**src/verilog/pmcrb_defs.svh**
```systemverilog
// Purpose: offsets, field positions, reset values and timing for the control register bank
// Assumes: 8-bit registers on an 8-bit register address
// Notes: definitions only
`ifndef PMCRB_DEFS_SVH
`define PMCRB_DEFS_SVH

`define PMCRB_ADDR_MODE_STATUS 8'h0c
`define PMCRB_ADDR_MAIN_CTRL 8'h10
`define PMCRB_ADDR_LOW_SUPPLY 8'h11
`define PMCRB_ADDR_LONG_PRESS 8'h12
`define PMCRB_ADDR_WDT_CTRL 8'h13
`define PMCRB_ADDR_WDT_PERIOD 8'h14
`define PMCRB_ADDR_WDT_REMAIN 8'h15
`define PMCRB_ADDR_OCP_SW 8'h16
`define PMCRB_ADDR_OCP_LDO 8'h17
`define PMCRB_ADDR_PAD_PULL 8'h18
`define PMCRB_ADDR_DISCH_1 8'h19
`define PMCRB_ADDR_DISCH_2 8'h1a

`define PMCRB_RST_MAIN_CTRL 8'h80
`define PMCRB_RST_LOW_SUPPLY 8'h00
`define PMCRB_RST_WDT_REMAIN 8'h00
`define PMCRB_RST_PAD_PULL 8'h57

`define PMCRB_MAIN_SOFTWARE_SWITCH_OFF_BIT 0
`define PMCRB_MAIN_RESTART_BIT 1
`define PMCRB_MAIN_POL_LSB 2
`define PMCRB_MAIN_SEL_LSB 5
`define PMCRB_MAIN_RSVD_BIT 7
`define PMCRB_LP_LOCK_EXIT_BIT 6
`define PMCRB_LP_TURN_OFF_BIT 7
`define PMCRB_WDT_EN_BIT 0
`define PMCRB_WDT_RELOAD_BIT 1
`define PMCRB_WDT_SEL_LSB 2
`define PMCRB_MODE_STATE_BIT 4

`define PMCRB_LOW_SUPPLY_MASK 8'h3f
`define PMCRB_LONG_PRESS_MASK 8'hcf
`define PMCRB_WDT_CTRL_MASK 8'h0d
`define PMCRB_DISCH_2_MASK 8'h3f

`define PMCRB_SECOND_NS 1000000000
`define PMCRB_CLK_PERIOD_NS 100

`endif

```
**src/verilog/pmcrb_pkg.sv**
```systemverilog
// Purpose: types shared by the control register bank
// Assumes: nothing beyond the defs header
// Notes: no constants here, they live in pmcrb_defs.svh
package pmcrb_pkg;

  // defaults that come from non-volatile configuration
  typedef struct packed {
    logic lp_turn_off;
    logic lp_lock_exit;
    logic [3:0] lp_duration;
    logic wdt_enable;
    logic [7:0] wdt_period;
    logic [7:0] ocp_switchers;
    logic [7:0] ocp_linears;
    logic [7:0] disch_1;
    logic [5:0] disch_2;
  } pmcrb_nvm_t;

  // settings handed to the analog and pad logic
  typedef struct packed {
    logic low_supply_monitor_enable;
    logic [2:0] low_supply_rise_threshold;
    logic [1:0] low_supply_hysteresis;
    logic [7:0] ocp_switchers;
    logic [7:0] ocp_linears;
    logic [5:0] ctrl_pin_pull_select;
    logic wake_pin_pullup;
    logic key_pin_pullup;
    logic [13:0] buck_discharge_select;
  } pmcrb_cfg_t;

  // register-side port of the serial bus slave
  typedef struct packed {
    logic wr;
    logic rd;
    logic [7:0] addr;
    logic [7:0] wdata;
  } pmcrb_req_t;

endpackage : pmcrb_pkg

```
**src/verilog/pmcrb_regbank.sv**
```systemverilog
// Purpose: control register bank: switch-off, standby select, watchdog, long press, pads
// Assumes: register requests arrive from the serial slave on sys_clk_i; pins are asynchronous
// Notes: load strobes come from the power state machine outside this block
// How it works
// - main control resets 0x80, reloads on check
// - standby source selects control input, supplies-up only
// - per-input polarity bit sets active level
// - writing one to switch-off requests shutdown
// - restart bit picks power cycle over off
// - low-supply register resets zero, bit0 enables
// - rise threshold code at bits 3:1
// - hysteresis code at bits 5:4
// - long press lasts code plus one seconds
// - turn-off bit makes long press a turn-off
// - lock-exit bit frees lockout on long press
// - watchdog enable bit, default from nvm
// - watchdog suspended while selected input active
// - reload bit reloads counter, reads zero
// - period setting gives value plus one seconds
// - remaining count read-only, resets zero
// - per-regulator overcurrent level bits, two registers
// - pad pull register resets 0x57, field codes
// - two-bit discharge select per switching regulator
// - discharge registers reload on init and check
// - nvm fields reload from nvm on load
// - mode status bit four shows standby state
`timescale 1ns/1ps
`default_nettype none
`include "pmcrb_defs.svh"

module pmcrb_regbank #(
  parameter int unsigned TICK_CYCLES = `PMCRB_SECOND_NS / `PMCRB_CLK_PERIOD_NS
) (
  input wire logic sys_clk_i,
  input wire logic sys_rst_i,
  input wire pmcrb_pkg::pmcrb_req_t reg_req_i,
  output logic [7:0] reg_rdata_o,
  input wire logic [2:0] ctrl_pin_i,
  input wire logic power_key_n_i,
  input wire pmcrb_pkg::pmcrb_nvm_t nvm_i,
  input wire logic init_load_i,
  input wire logic check_load_i,
  input wire logic supplies_up_i,
  input wire logic fault_lockout_i,
  output logic software_switch_off_req_o,
  output logic software_switch_off_restart_o,
  output logic standby_o,
  output logic long_press_off_o,
  output logic lock_exit_o,
  output logic wdt_fault_o,
  output pmcrb_pkg::pmcrb_cfg_t cfg_o
);

  // pin synchronisers: stage one read only by stage two
  logic [3:0] pin_meta_q;
  logic [3:0] pin_sync_q;

  always_ff @(posedge sys_clk_i) begin
    pin_meta_q <= {power_key_n_i, ctrl_pin_i};
    pin_sync_q <= pin_meta_q;
  end

  // register storage
  logic [7:0] main_q;
  logic [7:0] main_d;
  logic [7:0] lsm_q;
  logic [7:0] lsm_d;
  logic [7:0] lp_q;
  logic [7:0] lp_d;
  logic [7:0] wctl_q;
  logic [7:0] wctl_d;
  logic [7:0] wper_q;
  logic [7:0] wper_d;
  logic [7:0] ocp_sw_q;
  logic [7:0] ocp_sw_d;
  logic [7:0] ocp_ldo_q;
  logic [7:0] ocp_ldo_d;
  logic [7:0] pull_q;
  logic [7:0] pull_d;
  logic [7:0] dis1_q;
  logic [7:0] dis1_d;
  logic [7:0] dis2_q;
  logic [7:0] dis2_d;

  // load strobes
  wire load_all = sys_rst_i | check_load_i;
  wire load_disch = load_all | init_load_i;

  // address decode
  wire wr = reg_req_i.wr;
  wire [7:0] wdata = reg_req_i.wdata;
  wire wr_main = wr && (reg_req_i.addr == `PMCRB_ADDR_MAIN_CTRL);
  wire wr_lsm = wr && (reg_req_i.addr == `PMCRB_ADDR_LOW_SUPPLY);
  wire wr_lp = wr && (reg_req_i.addr == `PMCRB_ADDR_LONG_PRESS);
  wire wr_wctl = wr && (reg_req_i.addr == `PMCRB_ADDR_WDT_CTRL);
  wire wr_wper = wr && (reg_req_i.addr == `PMCRB_ADDR_WDT_PERIOD);
  wire wr_ocp_sw = wr && (reg_req_i.addr == `PMCRB_ADDR_OCP_SW);
  wire wr_ocp_ldo = wr && (reg_req_i.addr == `PMCRB_ADDR_OCP_LDO);
  wire wr_pull = wr && (reg_req_i.addr == `PMCRB_ADDR_PAD_PULL);
  wire wr_dis1 = wr && (reg_req_i.addr == `PMCRB_ADDR_DISCH_1);
  wire wr_dis2 = wr && (reg_req_i.addr == `PMCRB_ADDR_DISCH_2);

  // switch-off bit is a strobe and never stored; bit seven kept as software wrote it
  wire [7:0] main_wr_val = wdata & ~(8'h01 << `PMCRB_MAIN_SOFTWARE_SWITCH_OFF_BIT);
  // reload bit is a strobe and never stored
  wire [7:0] wctl_wr_val = wdata & `PMCRB_WDT_CTRL_MASK;
  wire [7:0] lp_nvm = {nvm_i.lp_turn_off, nvm_i.lp_lock_exit, 2'b00, nvm_i.lp_duration};
  wire [7:0] wctl_nvm = {7'h00, nvm_i.wdt_enable};

  // next values: a load wins over a write in the same cycle
  assign main_d = load_all ? `PMCRB_RST_MAIN_CTRL : (wr_main ? main_wr_val : main_q);
  assign lsm_d = load_all ? `PMCRB_RST_LOW_SUPPLY :
                 (wr_lsm ? (wdata & `PMCRB_LOW_SUPPLY_MASK) : lsm_q);
  assign lp_d = load_all ? lp_nvm : (wr_lp ? (wdata & `PMCRB_LONG_PRESS_MASK) : lp_q);
  assign wctl_d = load_all ? wctl_nvm : (wr_wctl ? wctl_wr_val : wctl_q);
  assign wper_d = load_all ? nvm_i.wdt_period : (wr_wper ? wdata : wper_q);
  assign ocp_sw_d = load_all ? nvm_i.ocp_switchers : (wr_ocp_sw ? wdata : ocp_sw_q);
  assign ocp_ldo_d = load_all ? nvm_i.ocp_linears : (wr_ocp_ldo ? wdata : ocp_ldo_q);
  assign pull_d = load_all ? `PMCRB_RST_PAD_PULL : (wr_pull ? wdata : pull_q);
  assign dis1_d = load_disch ? nvm_i.disch_1 : (wr_dis1 ? wdata : dis1_q);
  assign dis2_d = load_disch ? {2'b00, nvm_i.disch_2} :
                  (wr_dis2 ? (wdata & `PMCRB_DISCH_2_MASK) : dis2_q);

  always_ff @(posedge sys_clk_i) begin
    main_q <= main_d;
    lsm_q <= lsm_d;
    lp_q <= lp_d;
    wctl_q <= wctl_d;
    wper_q <= wper_d;
    ocp_sw_q <= ocp_sw_d;
    ocp_ldo_q <= ocp_ldo_d;
    pull_q <= pull_d;
    dis1_q <= dis1_d;
    dis2_q <= dis2_d;
  end

  // active state of each control input under its polarity bit
  logic [2:0] ctrl_active;
  genvar gi;
  generate
    for (gi = 0; gi < 3; gi++) begin : g_pol
      // polarity one means active high, zero active low
      assign ctrl_active[gi] =
        ~(pin_sync_q[gi] ^ main_q[`PMCRB_MAIN_POL_LSB + gi]);
    end
  endgenerate

  // source selection: code zero selects nothing, one to three pick an input
  wire [1:0] stby_sel = main_q[`PMCRB_MAIN_SEL_LSB +: 2];
  wire [1:0] wdt_sel = wctl_q[`PMCRB_WDT_SEL_LSB +: 2];
  wire stby_active = (stby_sel != 2'h0) && ctrl_active[stby_sel - 2'h1];
  wire wdt_suspend = (wdt_sel != 2'h0) && ctrl_active[wdt_sel - 2'h1];
  wire standby_d = supplies_up_i && stby_active;

  // one-second tick shared by the watchdog
  logic [31:0] tick_cnt_q;
  logic [31:0] tick_cnt_d;
  wire tick = (tick_cnt_q == TICK_CYCLES - 1);
  assign tick_cnt_d = (sys_rst_i || tick) ? 32'h0 : tick_cnt_q + 32'h1;

  // watchdog down-counter: value n means n+1 seconds remain
  logic [7:0] wdt_cnt_q;
  logic [7:0] wdt_cnt_d;
  wire wdt_reload = wr_wctl && wdata[`PMCRB_WDT_RELOAD_BIT];
  wire wdt_run = wctl_q[`PMCRB_WDT_EN_BIT] && !wdt_suspend;
  wire wdt_expire = wdt_run && tick && (wdt_cnt_q == 8'h00);

  always_comb begin
    wdt_cnt_d = wdt_cnt_q;
    if (load_all) begin
      wdt_cnt_d = `PMCRB_RST_WDT_REMAIN;
    end else if (wdt_reload || wdt_expire) begin
      wdt_cnt_d = wper_q;
    end else if (wdt_run && tick) begin
      wdt_cnt_d = wdt_cnt_q - 8'h01;
    end
  end

  // long press: seconds of continuous key activity, restarted on release
  logic [31:0] lp_pre_q;
  logic [31:0] lp_pre_d;
  logic [3:0] lp_sec_q;
  logic [3:0] lp_sec_d;
  logic lp_done_q;
  logic lp_done_d;
  wire key_active = ~pin_sync_q[3];
  wire lp_sec_tick = (lp_pre_q == TICK_CYCLES - 1);
  wire lp_hit = key_active && !lp_done_q && lp_sec_tick &&
                (lp_sec_q == lp_q[3:0]);

  always_comb begin
    lp_pre_d = lp_pre_q + 32'h1;
    lp_sec_d = lp_sec_q;
    lp_done_d = lp_done_q | lp_hit;
    if (sys_rst_i || !key_active) begin
      lp_pre_d = 32'h0;
      lp_sec_d = 4'h0;
      lp_done_d = 1'b0;
    end else if (lp_done_q) begin
      lp_pre_d = 32'h0;
    end else if (lp_sec_tick) begin
      lp_pre_d = 32'h0;
      lp_sec_d = lp_sec_q + 4'h1;
    end
  end

  // read mux
  logic [7:0] rd_val;
  always_comb begin
    unique case (reg_req_i.addr)
      `PMCRB_ADDR_MODE_STATUS: rd_val = {3'b000, standby_o, 1'b0, ~ctrl_active};
      `PMCRB_ADDR_MAIN_CTRL: rd_val = main_q;
      `PMCRB_ADDR_LOW_SUPPLY: rd_val = lsm_q;
      `PMCRB_ADDR_LONG_PRESS: rd_val = lp_q;
      `PMCRB_ADDR_WDT_CTRL: rd_val = wctl_q;
      `PMCRB_ADDR_WDT_PERIOD: rd_val = wper_q;
      `PMCRB_ADDR_WDT_REMAIN: rd_val = wdt_cnt_q;
      `PMCRB_ADDR_OCP_SW: rd_val = ocp_sw_q;
      `PMCRB_ADDR_OCP_LDO: rd_val = ocp_ldo_q;
      `PMCRB_ADDR_PAD_PULL: rd_val = pull_q;
      `PMCRB_ADDR_DISCH_1: rd_val = dis1_q;
      `PMCRB_ADDR_DISCH_2: rd_val = dis2_q;
      default: rd_val = 8'h00;
    endcase
  end

  // event pulses
  wire software_switch_off_d = wr_main && wdata[`PMCRB_MAIN_SOFTWARE_SWITCH_OFF_BIT] && !load_all;
  wire lp_off_d = lp_hit && lp_q[`PMCRB_LP_TURN_OFF_BIT];
  wire lock_exit_d = lp_hit && lp_q[`PMCRB_LP_LOCK_EXIT_BIT] && fault_lockout_i;

  always_ff @(posedge sys_clk_i) begin
    tick_cnt_q <= tick_cnt_d;
    wdt_cnt_q <= wdt_cnt_d;
    lp_pre_q <= lp_pre_d;
    lp_sec_q <= lp_sec_d;
    lp_done_q <= lp_done_d;
    if (sys_rst_i) begin
      reg_rdata_o <= 8'h00;
      software_switch_off_req_o <= 1'b0;
      software_switch_off_restart_o <= 1'b0;
      standby_o <= 1'b0;
      long_press_off_o <= 1'b0;
      lock_exit_o <= 1'b0;
      wdt_fault_o <= 1'b0;
    end else begin
      if (reg_req_i.rd) begin
        reg_rdata_o <= rd_val;
      end
      software_switch_off_req_o <= software_switch_off_d;
      // restart choice sampled with the switch-off strobe
      software_switch_off_restart_o <= software_switch_off_d && wdata[`PMCRB_MAIN_RESTART_BIT];
      standby_o <= standby_d;
      long_press_off_o <= lp_off_d;
      lock_exit_o <= lock_exit_d;
      wdt_fault_o <= wdt_expire;
    end
  end

  // configuration out, straight from register flops
  assign cfg_o.low_supply_monitor_enable = lsm_q[0];
  assign cfg_o.low_supply_rise_threshold = lsm_q[3:1];
  assign cfg_o.low_supply_hysteresis = lsm_q[5:4];
  assign cfg_o.ocp_switchers = ocp_sw_q;
  assign cfg_o.ocp_linears = ocp_ldo_q;
  assign cfg_o.ctrl_pin_pull_select = pull_q[7:2];
  assign cfg_o.wake_pin_pullup = pull_q[1];
  assign cfg_o.key_pin_pullup = pull_q[0];
  assign cfg_o.buck_discharge_select = {dis2_q[5:0], dis1_q};

endmodule // pmcrb_regbank

`default_nettype wire

```
**config.mk**
```make
export PLATFORM = sky130hd
export DESIGN_NAME = pmcrb_regbank
export DESIGN_NICKNAME = d
export VERILOG_FILES = /design/src/verilog/pmcrb_pkg.sv /design/src/verilog/pmcrb_regbank.sv
export VERILOG_INCLUDE_DIRS = /design/src /design/src/verilog
export SDC_FILE = /design/constraint.sdc
export NUM_CORES = 1
export LEC_CHECK = 0
export ABC_AREA = 1
export BUFFER_PORTS_ARGS = -buffer_cell sky130_fd_sc_hd__buf_2
export CAP_MARGIN = 20
export CORE_MARGIN = 1.5
export CORE_UTILIZATION = 54
export CTS_BUF_LIST = sky130_fd_sc_hd__clkbuf_8
export DETAILED_ROUTE_END_ITERATION = 12
export PLACE_DENSITY = 0.8
export SLEW_MARGIN = 20
export SYNTH_ARGS = -nofsm -noshare
export SYNTH_HDL_FRONTEND = slang
export SYNTH_SLANG_ARGS = --single-unit
```
**constraint.sdc**
```tcl
create_clock -name sys_clk_i -period 2.1 [get_ports sys_clk_i]
set_input_delay 0.315 -clock sys_clk_i [delete_from_list [all_inputs] [get_ports sys_clk_i]]
set_output_delay 0.315 -clock sys_clk_i [all_outputs]
set_load 0.05 [all_outputs]
```
# After elaboration in Yosys (flattened, before gate mapping)
# Index checks and enable logic that the tools add are counted.
# W data, S select, Z words.
[word_totals] inputBits=73 memories=0 latchBits=0 ramBits=0 reg_bits=167 out_inout_bits=58 mem_bits_ro=0 wordCells=126
[op_classes] n_reduce_logical=45 n_div=0 n_mul=0 muxes=21 magnitude_cmp=2 add_sub_neg=6 bitwise=12 shift=0 n_eq_ne=15
[ops] operator="$mux W8" count=12
[ops] operator="$pmux W8 S12" count=1
[ops] operator="$eq A8 B5 Y1 const B" count=11
[ops] operator="$add A32 B1 Y32 const B" count=2
[ops] operator="$eq A32 B24 Y1 const B" count=2
[ops] operator="$logic_and A1 B1 Y1" count=26
[ops] operator="$reduce_bool A2 Y1" count=10
[ops] operator="$mux W6" count=2
[ops] operator="$eq A8 B4 Y1 const B" count=1
[ops] operator="$logic_not A8 Y1" count=1
[ops] operator="$sub A8 B1 Y8 const B" count=1
[ops] operator="$lt A2 B3 Y1 const B" count=2
[ops] operator="$not A1 Y1" count=5
[ops] operator="$add A4 B1 Y4 const B" count=1
[ops] operator="$bmux W1 S2" count=2
[ops] operator="$eq A4 B4 Y1" count=1
[ops] operator="$mux W1" count=4
[ops] operator="$sub A2 B1 Y2 const B" count=2
[ops] operator="$logic_not A1 Y1" count=3
[ops] operator="$logic_or A1 B1 Y1" count=3
[ops] operator="$not A3 Y3" count=1
[ops] operator="$or A1 B1 Y1" count=3
[ops] operator="$reduce_or A3 Y1" count=1
[ops] operator="$xor A1 B1 Y1" count=3
[ops] operator="$reduce_and A2 Y1" count=1

# Longest topological paths before layout
# Gate-level depths: netlist of run 1.
[depth] depth_word=11 mapped_depth=13 depth_no_buf=13

# Worst setup path after synthesis of run 1
# OpenSTA, ideal clock, no wires.
[synth_path] kind="input -> register" start="input port reg_req_i[15] (netlist name)" end="register dis1_q[0], enable pin" path_slack_ns=0.049 required_time_ns=1.716 setup_time_ns=0.384 cell_stages=7 arrival_time_ns=1.667 path_buffers=2 cell_sequence="nor2_1 -> nand2_2 -> inv_2 -> buf_4 -> buf_2 -> nand2_1 -> o21ai_0"
[synth_between] elab_chain_len=3
[synth_lines] item="from (decl)" line="pmcrb_regbank.sv:36" source="input wire pmcrb_pkg::pmcrb_req_t reg_req_i,"
[synth_lines] item="$eq A8 B5 Y1"
[synth_lines] item="$logic_and A1 B1 Y1" line="pmcrb_regbank.sv:100" source="wire wr_dis1 = wr && (reg_req_i.addr == `PMCRB_ADDR_DISCH_1);"
[synth_lines] item="$reduce_bool A2 Y1 (no line)"
[synth_lines] item="to (signal assigned)" line="pmcrb_regbank.sv:133" source="dis1_q <= dis1_d;"
[synth_lines] item="to (decl)" line="pmcrb_regbank.sv:80" source="logic [7:0] dis1_q;"
# Every way passes these cells.
# A chain may end at the register's enable or synchronous reset.

# Worst setup path in the final report of run 1
[layout_path] start="register tick_cnt_q[2]" end="register tick_cnt_q[27]"
[layout_between] elab_chain_len=2 word_cells_on_any_way=3 cone_classes="1 x add/sub; 1 x eq/ne; 1 x reduce/logical"
[layout_lines] item="from (decl)" line="pmcrb_regbank.sv:156" source="logic [31:0] tick_cnt_q;"
[layout_lines] item="from (signal assigned)" line="pmcrb_regbank.sv:233" source="tick_cnt_q <= tick_cnt_d;"
[layout_lines] item="branches (longest 2 deep; another with $add A32 B1 Y32)"
# Several ways; the timed one is not identified.

==> results.py, run 1 <==
metrics = {
    "synth": {
        "synthesis.nets": 1262,
        "synth-edff-count": 45,
        "ys_seq_area_share_pct": 44.19,
        "async_flop_share_pct": 0,
        "synthDistinctLibCells": 45,
        "yosysTopAreaCell": "dfxtp_1",
        "yosysWarnings": 0,
        "syn_area_per_cell_sq_um": 7.264,
        "syn_inst": 1182,
        "yosys.area.top_type_share_pct": 28.45,
        "synth_flop_cell": "dfxtp_1",
        "synth-seq-cells": 167,
        "ys_top_cells_by_area": "dfxtp_1 (28%), edfxtp_1 (16%), nand2_1 (14%)",
        "netlist_area_sq_mm": 0.008586,
    },
    "sta": {
        "slew_headroom_pct": 58.83,
        "finalHoldViolCount": 0,
        "worst_slack_ns": 0.2198,
        "finalSetupViolCount": 0,
        "fin_worst_skew_ns": 0.01986,
        "slew_viol_final": 0,
        "rsz0062_at_grt": "true",
        "worstMarginPinSlew_ns": 0.6128,
        "fmax_ghz": 0.5319,
        "fin_crit_ns": 1.880,
        "period_share_pct": 89.53,
    },
    "global_route": {
        "grt_pass1_vias": 7630,
        "grt_max_degree": 33,
        "gr-total-overflow": 0,
        "grt_pass1_wl_um": 37090,
        "use_met2_pct": 48.25,
        "antenna_found_initial": 0,
        "met1_usage_pct": 37.13,
        "met3_usage_pct": 5.367,
        "busiest_layer": "met2",
        "grt.total_usage_pct": 29.01,
    },
    "cells_and_area": {
        "final_common_cell": "nand2_1",
        "nets": 1414,
        "drive_above_1_share_pct": 17.74,
        "final_cell_mix": "nand2_1 (324), nor2_1 (138), buf_2 (130)",
        "multi_input_area_sq_mm": 0.004165,
        "fill_cells": 1401,
        "diodes": 0,
        "area_growth_pct": 16.09,
        "seq_area_sq_mm": 0.003794,
    },
    "clocking": {
        "clkTransAtPathRegs_ns": 0.09,
        "cts_setup_buffers": 0,
        "cts_buffer_depth": 2,
        "clock-root-buffer": "clkbuf_8",
        "cts.sinks": 167,
        "tritoncts": "yes",
        "cts_max_level": 4,
        "clock_latency_ns": 0.47,
        "cts_made_buffers": 17,
    },
    "route": {
        "ant_nets": 0,
        "wire_per_inst_um": 15.27,
        "dr.pass1.iters": 5,
        "viasPerCell": 5.374,
        "wl_um": 23790,
        "drc": 0,
        "dr_total_vias": 8372,
        "first_iter_violations": 842,
    },
    "power_and_ir_drop": {
        "power_mw": 6.295,
        "total_leakage_power_nw": 4.273,
        "p_per_area_mw_per_mm2": 631.5,
        "irDropWorstVdd_v": 0.0005112,
    },
    "setup_path": {
        "cp_max_fo": 5,
        "critPathKind": "reg -> reg",
        "crit_path_start_kind": "flop",
        "end_kind": "flop",
        "critPathArrivalTime_ns": 2.23,
        "regToRegSetupSlack_ns": 0.22,
        "cp.required_ns": 2.45,
    },
    "job": {
        "maxCapViolations": 0,
    },
    "floorplan": {
        "ios": 131,
        "initial_core_util_pct": 55.86,
        "die_area_sq_mm": 0.01667,
        "die_h_um": 129.1,
        "die_x_um": 129.1,
        "core-area_sq_mm": 0.01537,
        "row_count": 45,
    },
    "placement": {
        "place_congestion": 0.9551,
        "post-place-ws_ns": 0.1231,
        "portBuffers": 130,
        "hpwl_um": 18280,
    },
    "min_path": {
        "min_path_type": "in -> reg",
    },
    "status": {
        "status": "completed",
    },
}
-- worst max-delay path, stage by stage (launching register included) --
cell,delay (ns)
dfxtp_1,0.40
nand3_1,0.17
inv_1,0.09
nand2_1,0.14
nor3_2,0.29
nand4_1,0.24
nor2_1,0.23
nand3_1,0.10
nand2_1,0.07
a21oi_1,0.04
-- cells by family (layout without fill, tap and decap cells) --
logic type / Yosys count / after routing / share of synthesized area (%)
AND/OR/NAND/NOR: 679 / 679 / 36.14
flip-flops: 167 / 167 / 44.19
buffers and inverters: 164 / 329 / 7.388
AO/OA/AOI/OAI: 134 / 134 / 8.103
XOR/XNOR: 31 / 31 / 3.162
adder cells (fa/ha/maj): 7 / 7 / 1.020
-- sequential cells by signal, summed over array words and instances, names as in the netlist, 3 cells and up --
register	flops
dis1_q	8
dis2_q	6
lp_pre_q	32
lp_q	6
lp_sec_q	4
lsm_q	6
main_q	7
ocp_ldo_q	8
ocp_sw_q	8
pin_meta_q	4
pin_sync_q	4
pull_q	8
reg_rdata_o	8
tick_cnt_q	32
wctl_q	3
wdt_cnt_q	8
wper_q	8
-- metal layers --
layer | vias up | share of wire (%)
li1 | 4158 | -
met1 | 3728 | 42
met2 | 419 | 46
met3 | 67 | 8.7
met4 | 0 | 3.1
met5 | - | 0
-- cell usage after synthesis (all sizes together) (2+ instances only) --
cell type	count
or2	9
nand3b	5
o22ai	3
ha	7
nand4	33
inv	141
nor3b	8
and3	2
o21a	4
nor3	45
clkbuf	11
o211ai	2
nand3	82
dfxtp	122
xnor2	5
nor4	10
nor2	150
a21oi	67
o21ai	57
nand2	332
xor2	26
edfxtp	45
buf	11
-- per-stage QoR --
stage	TNS, ns	cell area [sq um]	hold slack [ns]	std cells	utilization [%]
after floorplan	0	8586	0.3096	1182	-
after global placement	0	9570	0.3139	1522	62.26
after detailed placement	0	9570	0.3121	1522	62.26
after CTS	0	9960	0.06128	1558	64.79
after global routing	-0.01180	9967	0.08034	1558	64.84
final	0	9967	0.08151	1558	64.84
-- where the power goes --
part | internal (mW) | switching [mW] | leakage [nW]
Sequential | 3.43 | 0.0875 | 1.45
Combinational | 0.172 | 0.494 | 2.63
Clock | 0.918 | 1.19 | 0.186
-- final timing paths --
check | startpoint | to | cells after the start
hold reg to reg | pin_meta_q[2] | pin_sync_q[2] | 0
setup / recovery | tick_cnt_q[2] | tick_cnt_q[27] | 9
hold / removal | fault_lockout_i | lock_exit_o | 3
setup reg to reg | tick_cnt_q[2] | tick_cnt_q[27] | 9
-- final cells by class --
type,instances,area share (%)
inverter,142,5.360
clock buffer,17,2.347
timing repair buffer,155,8.637
clock inverter,15,1.155
sequential,167,38.06
multi-input combinational,851,41.79
tap,211,2.649
-- what timing repair did --
item | 4_1_cts | 5_1_grt
resized for setup | 0 | 2
hold buffers | 4 | 0
endpoints found under the setup margin | 0 | 3
hold endpoints to repair | 4 | 0
Power figures use the tool's default switching activity.
==> run 2, diff against run 1 <==
--- a/config.mk
+++ b/config.mk
@@ -10,10 +10,11 @@
 export BUFFER_PORTS_ARGS = -buffer_cell sky130_fd_sc_hd__buf_2
 export CAP_MARGIN = 20
 export CORE_MARGIN = 1.5
-export CORE_UTILIZATION = 54
+export CORE_UTILIZATION = 40
 export CTS_BUF_LIST = sky130_fd_sc_hd__clkbuf_8
 export DETAILED_ROUTE_END_ITERATION = 12
-export PLACE_DENSITY = 0.8
+export GPL_TIMING_DRIVEN = 0
+export PLACE_DENSITY = 0.63
 export SLEW_MARGIN = 20
 export SYNTH_ARGS = -nofsm -noshare
 export SYNTH_HDL_FRONTEND = slang
==> results.py, run 2 (same netlist as run 1, synthesis figures left out) <==
metrics = {
    "setup_path": {
        "cp_top_family": "simple AND/OR/NAND/NOR gates",
        "cp.required_ns": 2.45,
        "slowest_stage": "dfxtp_1",
        "path_cells": "ha_2 -> nand3_4 -> nor3_1 -> nand2_1 -> nor2_1 -> nor2_1 -> inv_2 -> clkbuf_4 -> nor2_1",
        "crit_buf_inv": 2,
        "critPathArrivalTime_ns": 2.30,
        "crit_path_start_kind": "flop",
        "cpMostUsedCell": "nor2_1",
        "critPathKind": "reg -> reg",
        "cp_max_fo": 10,
        "max_stage_delay_ns": 0.37,
        "end_kind": "flop",
    },
    "power_and_ir_drop": {
        "p_per_area_mw_per_mm2": 645.2,
        "total_leakage_power_nw": 4.215,
        "pwr-share-seq_pct": 54.3,
        "power_mw": 6.466,
        "p_clk_share_pct": 35.3,
        "irDropWorstVdd_v": 0.0003752,
        "switching_share_pct": 30.57,
        "p_sw_mw": 1.977,
        "combPwrFrac_pct": 10.3,
        "p_int_mw": 4.490,
    },
    "global_route": {
        "grt_pass1_wl_um": 39760,
        "antenna_found_initial": 1,
        "gr-total-overflow": 0,
        "grt.total_usage_pct": 23.28,
        "grt_max_degree": 19,
        "grt_pass1_vias": 7584,
    },
    "placement": {
        "place_congestion": 0.9368,
        "post-place-ws_ns": -0.6332,
        "dpl_cell_area_sq_mm": 0.009570,
        "hpwl_um": 19760,
        "portBuffers": 127,
        "place.detailed.instances": 1585,
    },
    "status": {
        "status": "completed",
    },
    "floorplan": {
        "ios": 131,
        "die_area_sq_mm": 0.02235,
        "row_count": 53,
        "die_h_um": 149.5,
        "die_x_um": 149.5,
        "core-area_sq_mm": 0.02102,
        "initial_core_util_pct": 40.84,
    },
    "clocking": {
        "cts_buffer_depth": 2,
        "cts_setup_buffers": 0,
        "clock-root-buffer": "clkbuf_8",
        "tritoncts": "yes",
        "clkTransAtPathRegs_ns": 0.10,
        "cts.sinks": 167,
        "clock_latency_ns": 0.46,
        "cts_max_level": 4,
        "cts_made_buffers": 17,
    },
    "sta": {
        "slew_viol_final": 0,
        "whs_ns": 0.08360,
        "slew_headroom_pct": 41.42,
        "fin_worst_skew_ns": 0.01173,
        "fin_crit_ns": 1.953,
        "worst_slack_ns": 0.1468,
        "period_share_pct": 93.01,
        "fmax_ghz": 0.5120,
        "finalSetupViolCount": 0,
        "worstMarginPinSlew_ns": 0.8695,
        "setup_tns_ns": 0,
        "finalHoldViolCount": 0,
        "rsz0062_at_grt": "false",
    },
    "cells_and_area": {
        "fill_cells": 2133,
        "nets": 1413,
        "drive_above_1_share_pct": 17.38,
        "reg.largest.list": "lp_pre_q x32, tick_cnt_q x32",
        "multi_input_area_sq_mm": 0.004179,
        "seq_area_sq_mm": 0.003794,
        "final_area_sq_mm": 0.01002,
        "diodes": 0,
        "final_cells": 1621,
        "final_util_pct": 47.68,
        "final_common_cell": "nand2_1",
        "area_growth_pct": 16.73,
        "final_cell_mix": "nand2_1 (324), nor2_1 (138), buf_2 (133)",
    },
    "route": {
        "ant_nets": 0,
        "wire_per_inst_um": 15.81,
        "dr_total_vias": 8320,
        "drc": 0,
        "wl_um": 25630,
        "viasPerCell": 5.133,
        "dr.pass1.iters": 5,
        "first_iter_violations": 658,
    },
    "min_path": {
        "min_path_type": "in -> reg",
    },
    "job": {
        "maxCapViolations": 0,
    },
}
-- run 2: what timing repair did --
| item | 4_1_cts | 5_1_grt |
|---|---|---|
| hold buffers | 4 | 0 |
| pin swaps | 0 | 0 |
| endpoints found under the hold margin | 4 | 0 |
| gates resized for setup | 1 | 8 |
| setup endpoints to repair | 4 | 43 |
-- run 2: power groups by stage --
stage          combinational [mW]  sequential, mW  clock [mW]
6_report                    0.669            3.51        2.28
4_1_cts                     0.666            3.51        2.33
3_3_place_gp                0.652            3.58           0
2_1_floorplan               0.190            3.79           0
5_1_grt                     0.713            3.53        2.46
3_5_place_dp                0.658            3.58           0
-- run 2: tightest hold or removal path, stage by stage --
cell     delay, ns
buf_2         0.10
nand2_1       0.05
nor2_1        0.04
-- run 2: final cells by class --
| cell class | count | share of cell area, % |
|---|---|---|
| plain buffers | 22 | 1.074 |
| clock buffers | 17 | 2.335 |
| clock inverters | 15 | 1.486 |
| inverters | 142 | 5.331 |
| multi-input cells | 851 | 41.70 |
| flip-flops and latches | 167 | 37.85 |
| well taps | 275 | 3.433 |
| repair buffers | 132 | 6.792 |
-- run 2: final timing paths --
| check | startpoint | cells past startpoint | end | slack, ns |
|---|---|---|---|---|
| setup / recovery | tick_cnt_q[0] | 9 | tick_cnt_q[15] | 0.15 |
| hold / removal | fault_lockout_i | 3 | lock_exit_o | 0.08 |
| setup reg to reg | tick_cnt_q[0] | 9 | tick_cnt_q[15] | 0.15 |
| hold reg to reg | pin_meta_q[1] | 0 | pin_sync_q[1] | 0.35 |
-- run 2: routing by layer --
metal  routed length (um)  vias to the layer above  global-route usage [%]
li1                     -                     4155                       -
met5                   13                        -                       0
met2                11940                      322                   38.32
met3                 1840                       36                   4.634
met4                  665                        2                   8.713
met1                11170                     3805                   30.07
==> run 3, diff against run 2 <==
--- a/config.mk
+++ b/config.mk
@@ -12,9 +12,11 @@
 export CORE_MARGIN = 1.5
 export CORE_UTILIZATION = 40
 export CTS_BUF_LIST = sky130_fd_sc_hd__clkbuf_8
+export CTS_CLUSTER_SIZE = 25
 export DETAILED_ROUTE_END_ITERATION = 12
 export GPL_TIMING_DRIVEN = 0
 export PLACE_DENSITY = 0.63
+export RECOVER_POWER = 50
 export SLEW_MARGIN = 20
 export SYNTH_ARGS = -nofsm -noshare
 export SYNTH_HDL_FRONTEND = slang
==> results.py, run 3 (same netlist as run 1, synthesis figures left out) <==
metrics = {
    "status": {
        "status": "completed",
    },
    "global_route": {
        "antenna_found_initial": 1,
        "gr-total-overflow": 0,
        "grt_pass1_vias": 7584,
        "met1_usage_pct": 30.07,
        "grt_max_degree": 19,
        "busiest_layer": "met2",
        "met3_usage_pct": 4.634,
        "grt_pass1_wl_um": 39760,
        "grt.total_usage_pct": 23.28,
        "use_met2_pct": 38.32,
    },
    "cells_and_area": {
        "area_growth_pct": 15.68,
        "final_cells": 1621,
        "diodes": 0,
        "final_common_cell": "nand2_1",
        "fill_cells": 2169,
        "nets": 1413,
        "drive_above_1_share_pct": 12.26,
        "reg.largest.list": "lp_pre_q x32, tick_cnt_q x32",
        "seq_area_sq_mm": 0.003794,
        "final_util_pct": 47.25,
        "multi_input_area_sq_mm": 0.004167,
        "final_cell_mix": "nand2_1 (324), nor2_1 (139), inv_1 (131)",
    },
    "floorplan": {
        "row_count": 53,
        "core-area_sq_mm": 0.02102,
        "initial_core_util_pct": 40.84,
        "die_area_sq_mm": 0.02235,
        "ios": 131,
        "die_x_um": 149.5,
        "die_h_um": 149.5,
    },
    "setup_path": {
        "max_stage_delay_ns": 0.37,
        "cp.required_ns": 2.45,
        "end_kind": "flop",
        "regToRegSetupSlack_ns": 0.14,
        "path_cells": "ha_2 -> nand3_4 -> nor3_1 -> nand2_1 -> nor2_1 -> nor2_1 -> inv_2 -> clkbuf_4 -> nor2_1",
        "cpMostUsedCell": "nor2_1",
        "critPathKind": "reg -> reg",
        "crit_path_start_kind": "flop",
        "slowest_stage": "dfxtp_1",
        "cp_max_fo": 10,
        "critPathArrivalTime_ns": 2.31,
    },
    "power_and_ir_drop": {
        "pwr-share-seq_pct": 54.5,
        "p_clk_share_pct": 35.5,
        "irDropWorstVdd_v": 0.0003737,
        "p_sw_mw": 1.984,
        "p_per_area_mw_per_mm2": 649.9,
        "combPwrFrac_pct": 10.0,
        "total_leakage_power_nw": 4.016,
        "p_int_mw": 4.470,
        "switching_share_pct": 30.74,
    },
    "clocking": {
        "cts_max_level": 4,
        "clock-root-buffer": "clkbuf_8",
        "cts_setup_buffers": 0,
        "tritoncts": "yes",
        "cts_buffer_depth": 2,
        "clock_latency_ns": 0.46,
        "clkTransAtPathRegs_ns": 0.10,
        "cts.sinks": 167,
        "cts_made_buffers": 17,
    },
    "placement": {
        "place_congestion": 0.9368,
        "portBuffers": 127,
        "place.detailed.instances": 1585,
        "hpwl_um": 19760,
        "post-place-ws_ns": -0.6332,
    },
    "sta": {
        "slew_viol_final": 0,
        "slew_headroom_pct": 36.17,
        "rsz0062_at_grt": "false",
        "worstMarginPinSlew_ns": 0.9502,
        "fin_crit_ns": 1.959,
        "setup_tns_ns": 0,
        "worst_slack_ns": 0.1409,
        "finalHoldViolCount": 0,
        "period_share_pct": 93.29,
        "fmax_ghz": 0.5104,
        "fin_worst_skew_ns": 0.01423,
        "whs_ns": 0.09068,
        "finalSetupViolCount": 0,
    },
    "min_path": {
        "min_path_type": "in -> reg",
    },
    "route": {
        "drc": 0,
        "wl_um": 25670,
        "wire_per_inst_um": 15.84,
        "dr.pass1.iters": 5,
        "viasPerCell": 5.144,
        "dr_total_vias": 8339,
        "first_iter_violations": 594,
        "ant_nets": 0,
    },
    "job": {
        "maxCapViolations": 0,
    },
}
==> run 3: power groups by stage <==
stage / Clock, mW / Combinational [mW] / Sequential [mW]
finish: 2.29 / 0.648 / 3.51
floorplan: 0 / 0.190 / 3.79
global placement: 0 / 0.652 / 3.58
global route: 2.46 / 0.692 / 3.53
detailed placement: 0 / 0.658 / 3.58
CTS: 2.33 / 0.666 / 3.51
==> run 3: final timing paths <==
kind	cells past startpoint	from	endpoint
min reg2reg	0	pin_meta_q[1]	pin_sync_q[1]
max reg2reg	9	tick_cnt_q[0]	tick_cnt_q[15]
max	9	tick_cnt_q[0]	tick_cnt_q[15]
min	3	fault_lockout_i	lock_exit_o
==> run 3: metrics by stage <==
| stage | power (mW) | area [sq um] |
|---|---|---|
| floorplan | 3.984 | 8586 |
| global route | 6.677 | 9932 |
| finish | 6.455 | 9932 |
| detailed placement | 4.243 | 9570 |
| CTS | 6.503 | 9993 |
| global placement | 4.235 | 9565 |
==> run 3: critical path: cells and delay by family, from the launching register on <==
family	cells	cell delay, ns
simple gates	6	0.78
fa+ha+maj	1	0.23
flops	1	0.37
buf+inv	2	0.47
==> run 3: layer usage <==
metal | part of all wire (%) | routed length [um] | up-vias
li1 | - | - | 4153
met1 | 44 | 11170 | 3826
met2 | 46 | 11930 | 322
met3 | 7.4 | 1902 | 36
met4 | 2.5 | 653 | 2
met5 | 0.051 | 13 | -
==> run 3: layout make-up <==
type	instances	share of cell area [%]
inverter	142	5.379
timing repair buffer	132	6.085
clock inverter	15	1.499
buffer	22	1.071
clock buffer	17	2.356
multi-input combinational	851	41.95
sequential	167	38.20
tap	275	3.464
==> run 3: what timing repair did <==
item	CTS	global route
gates resized for setup	1	8
setup endpoints to repair	4	43
hold endpoints to repair	4	0
hold buffers	4	0
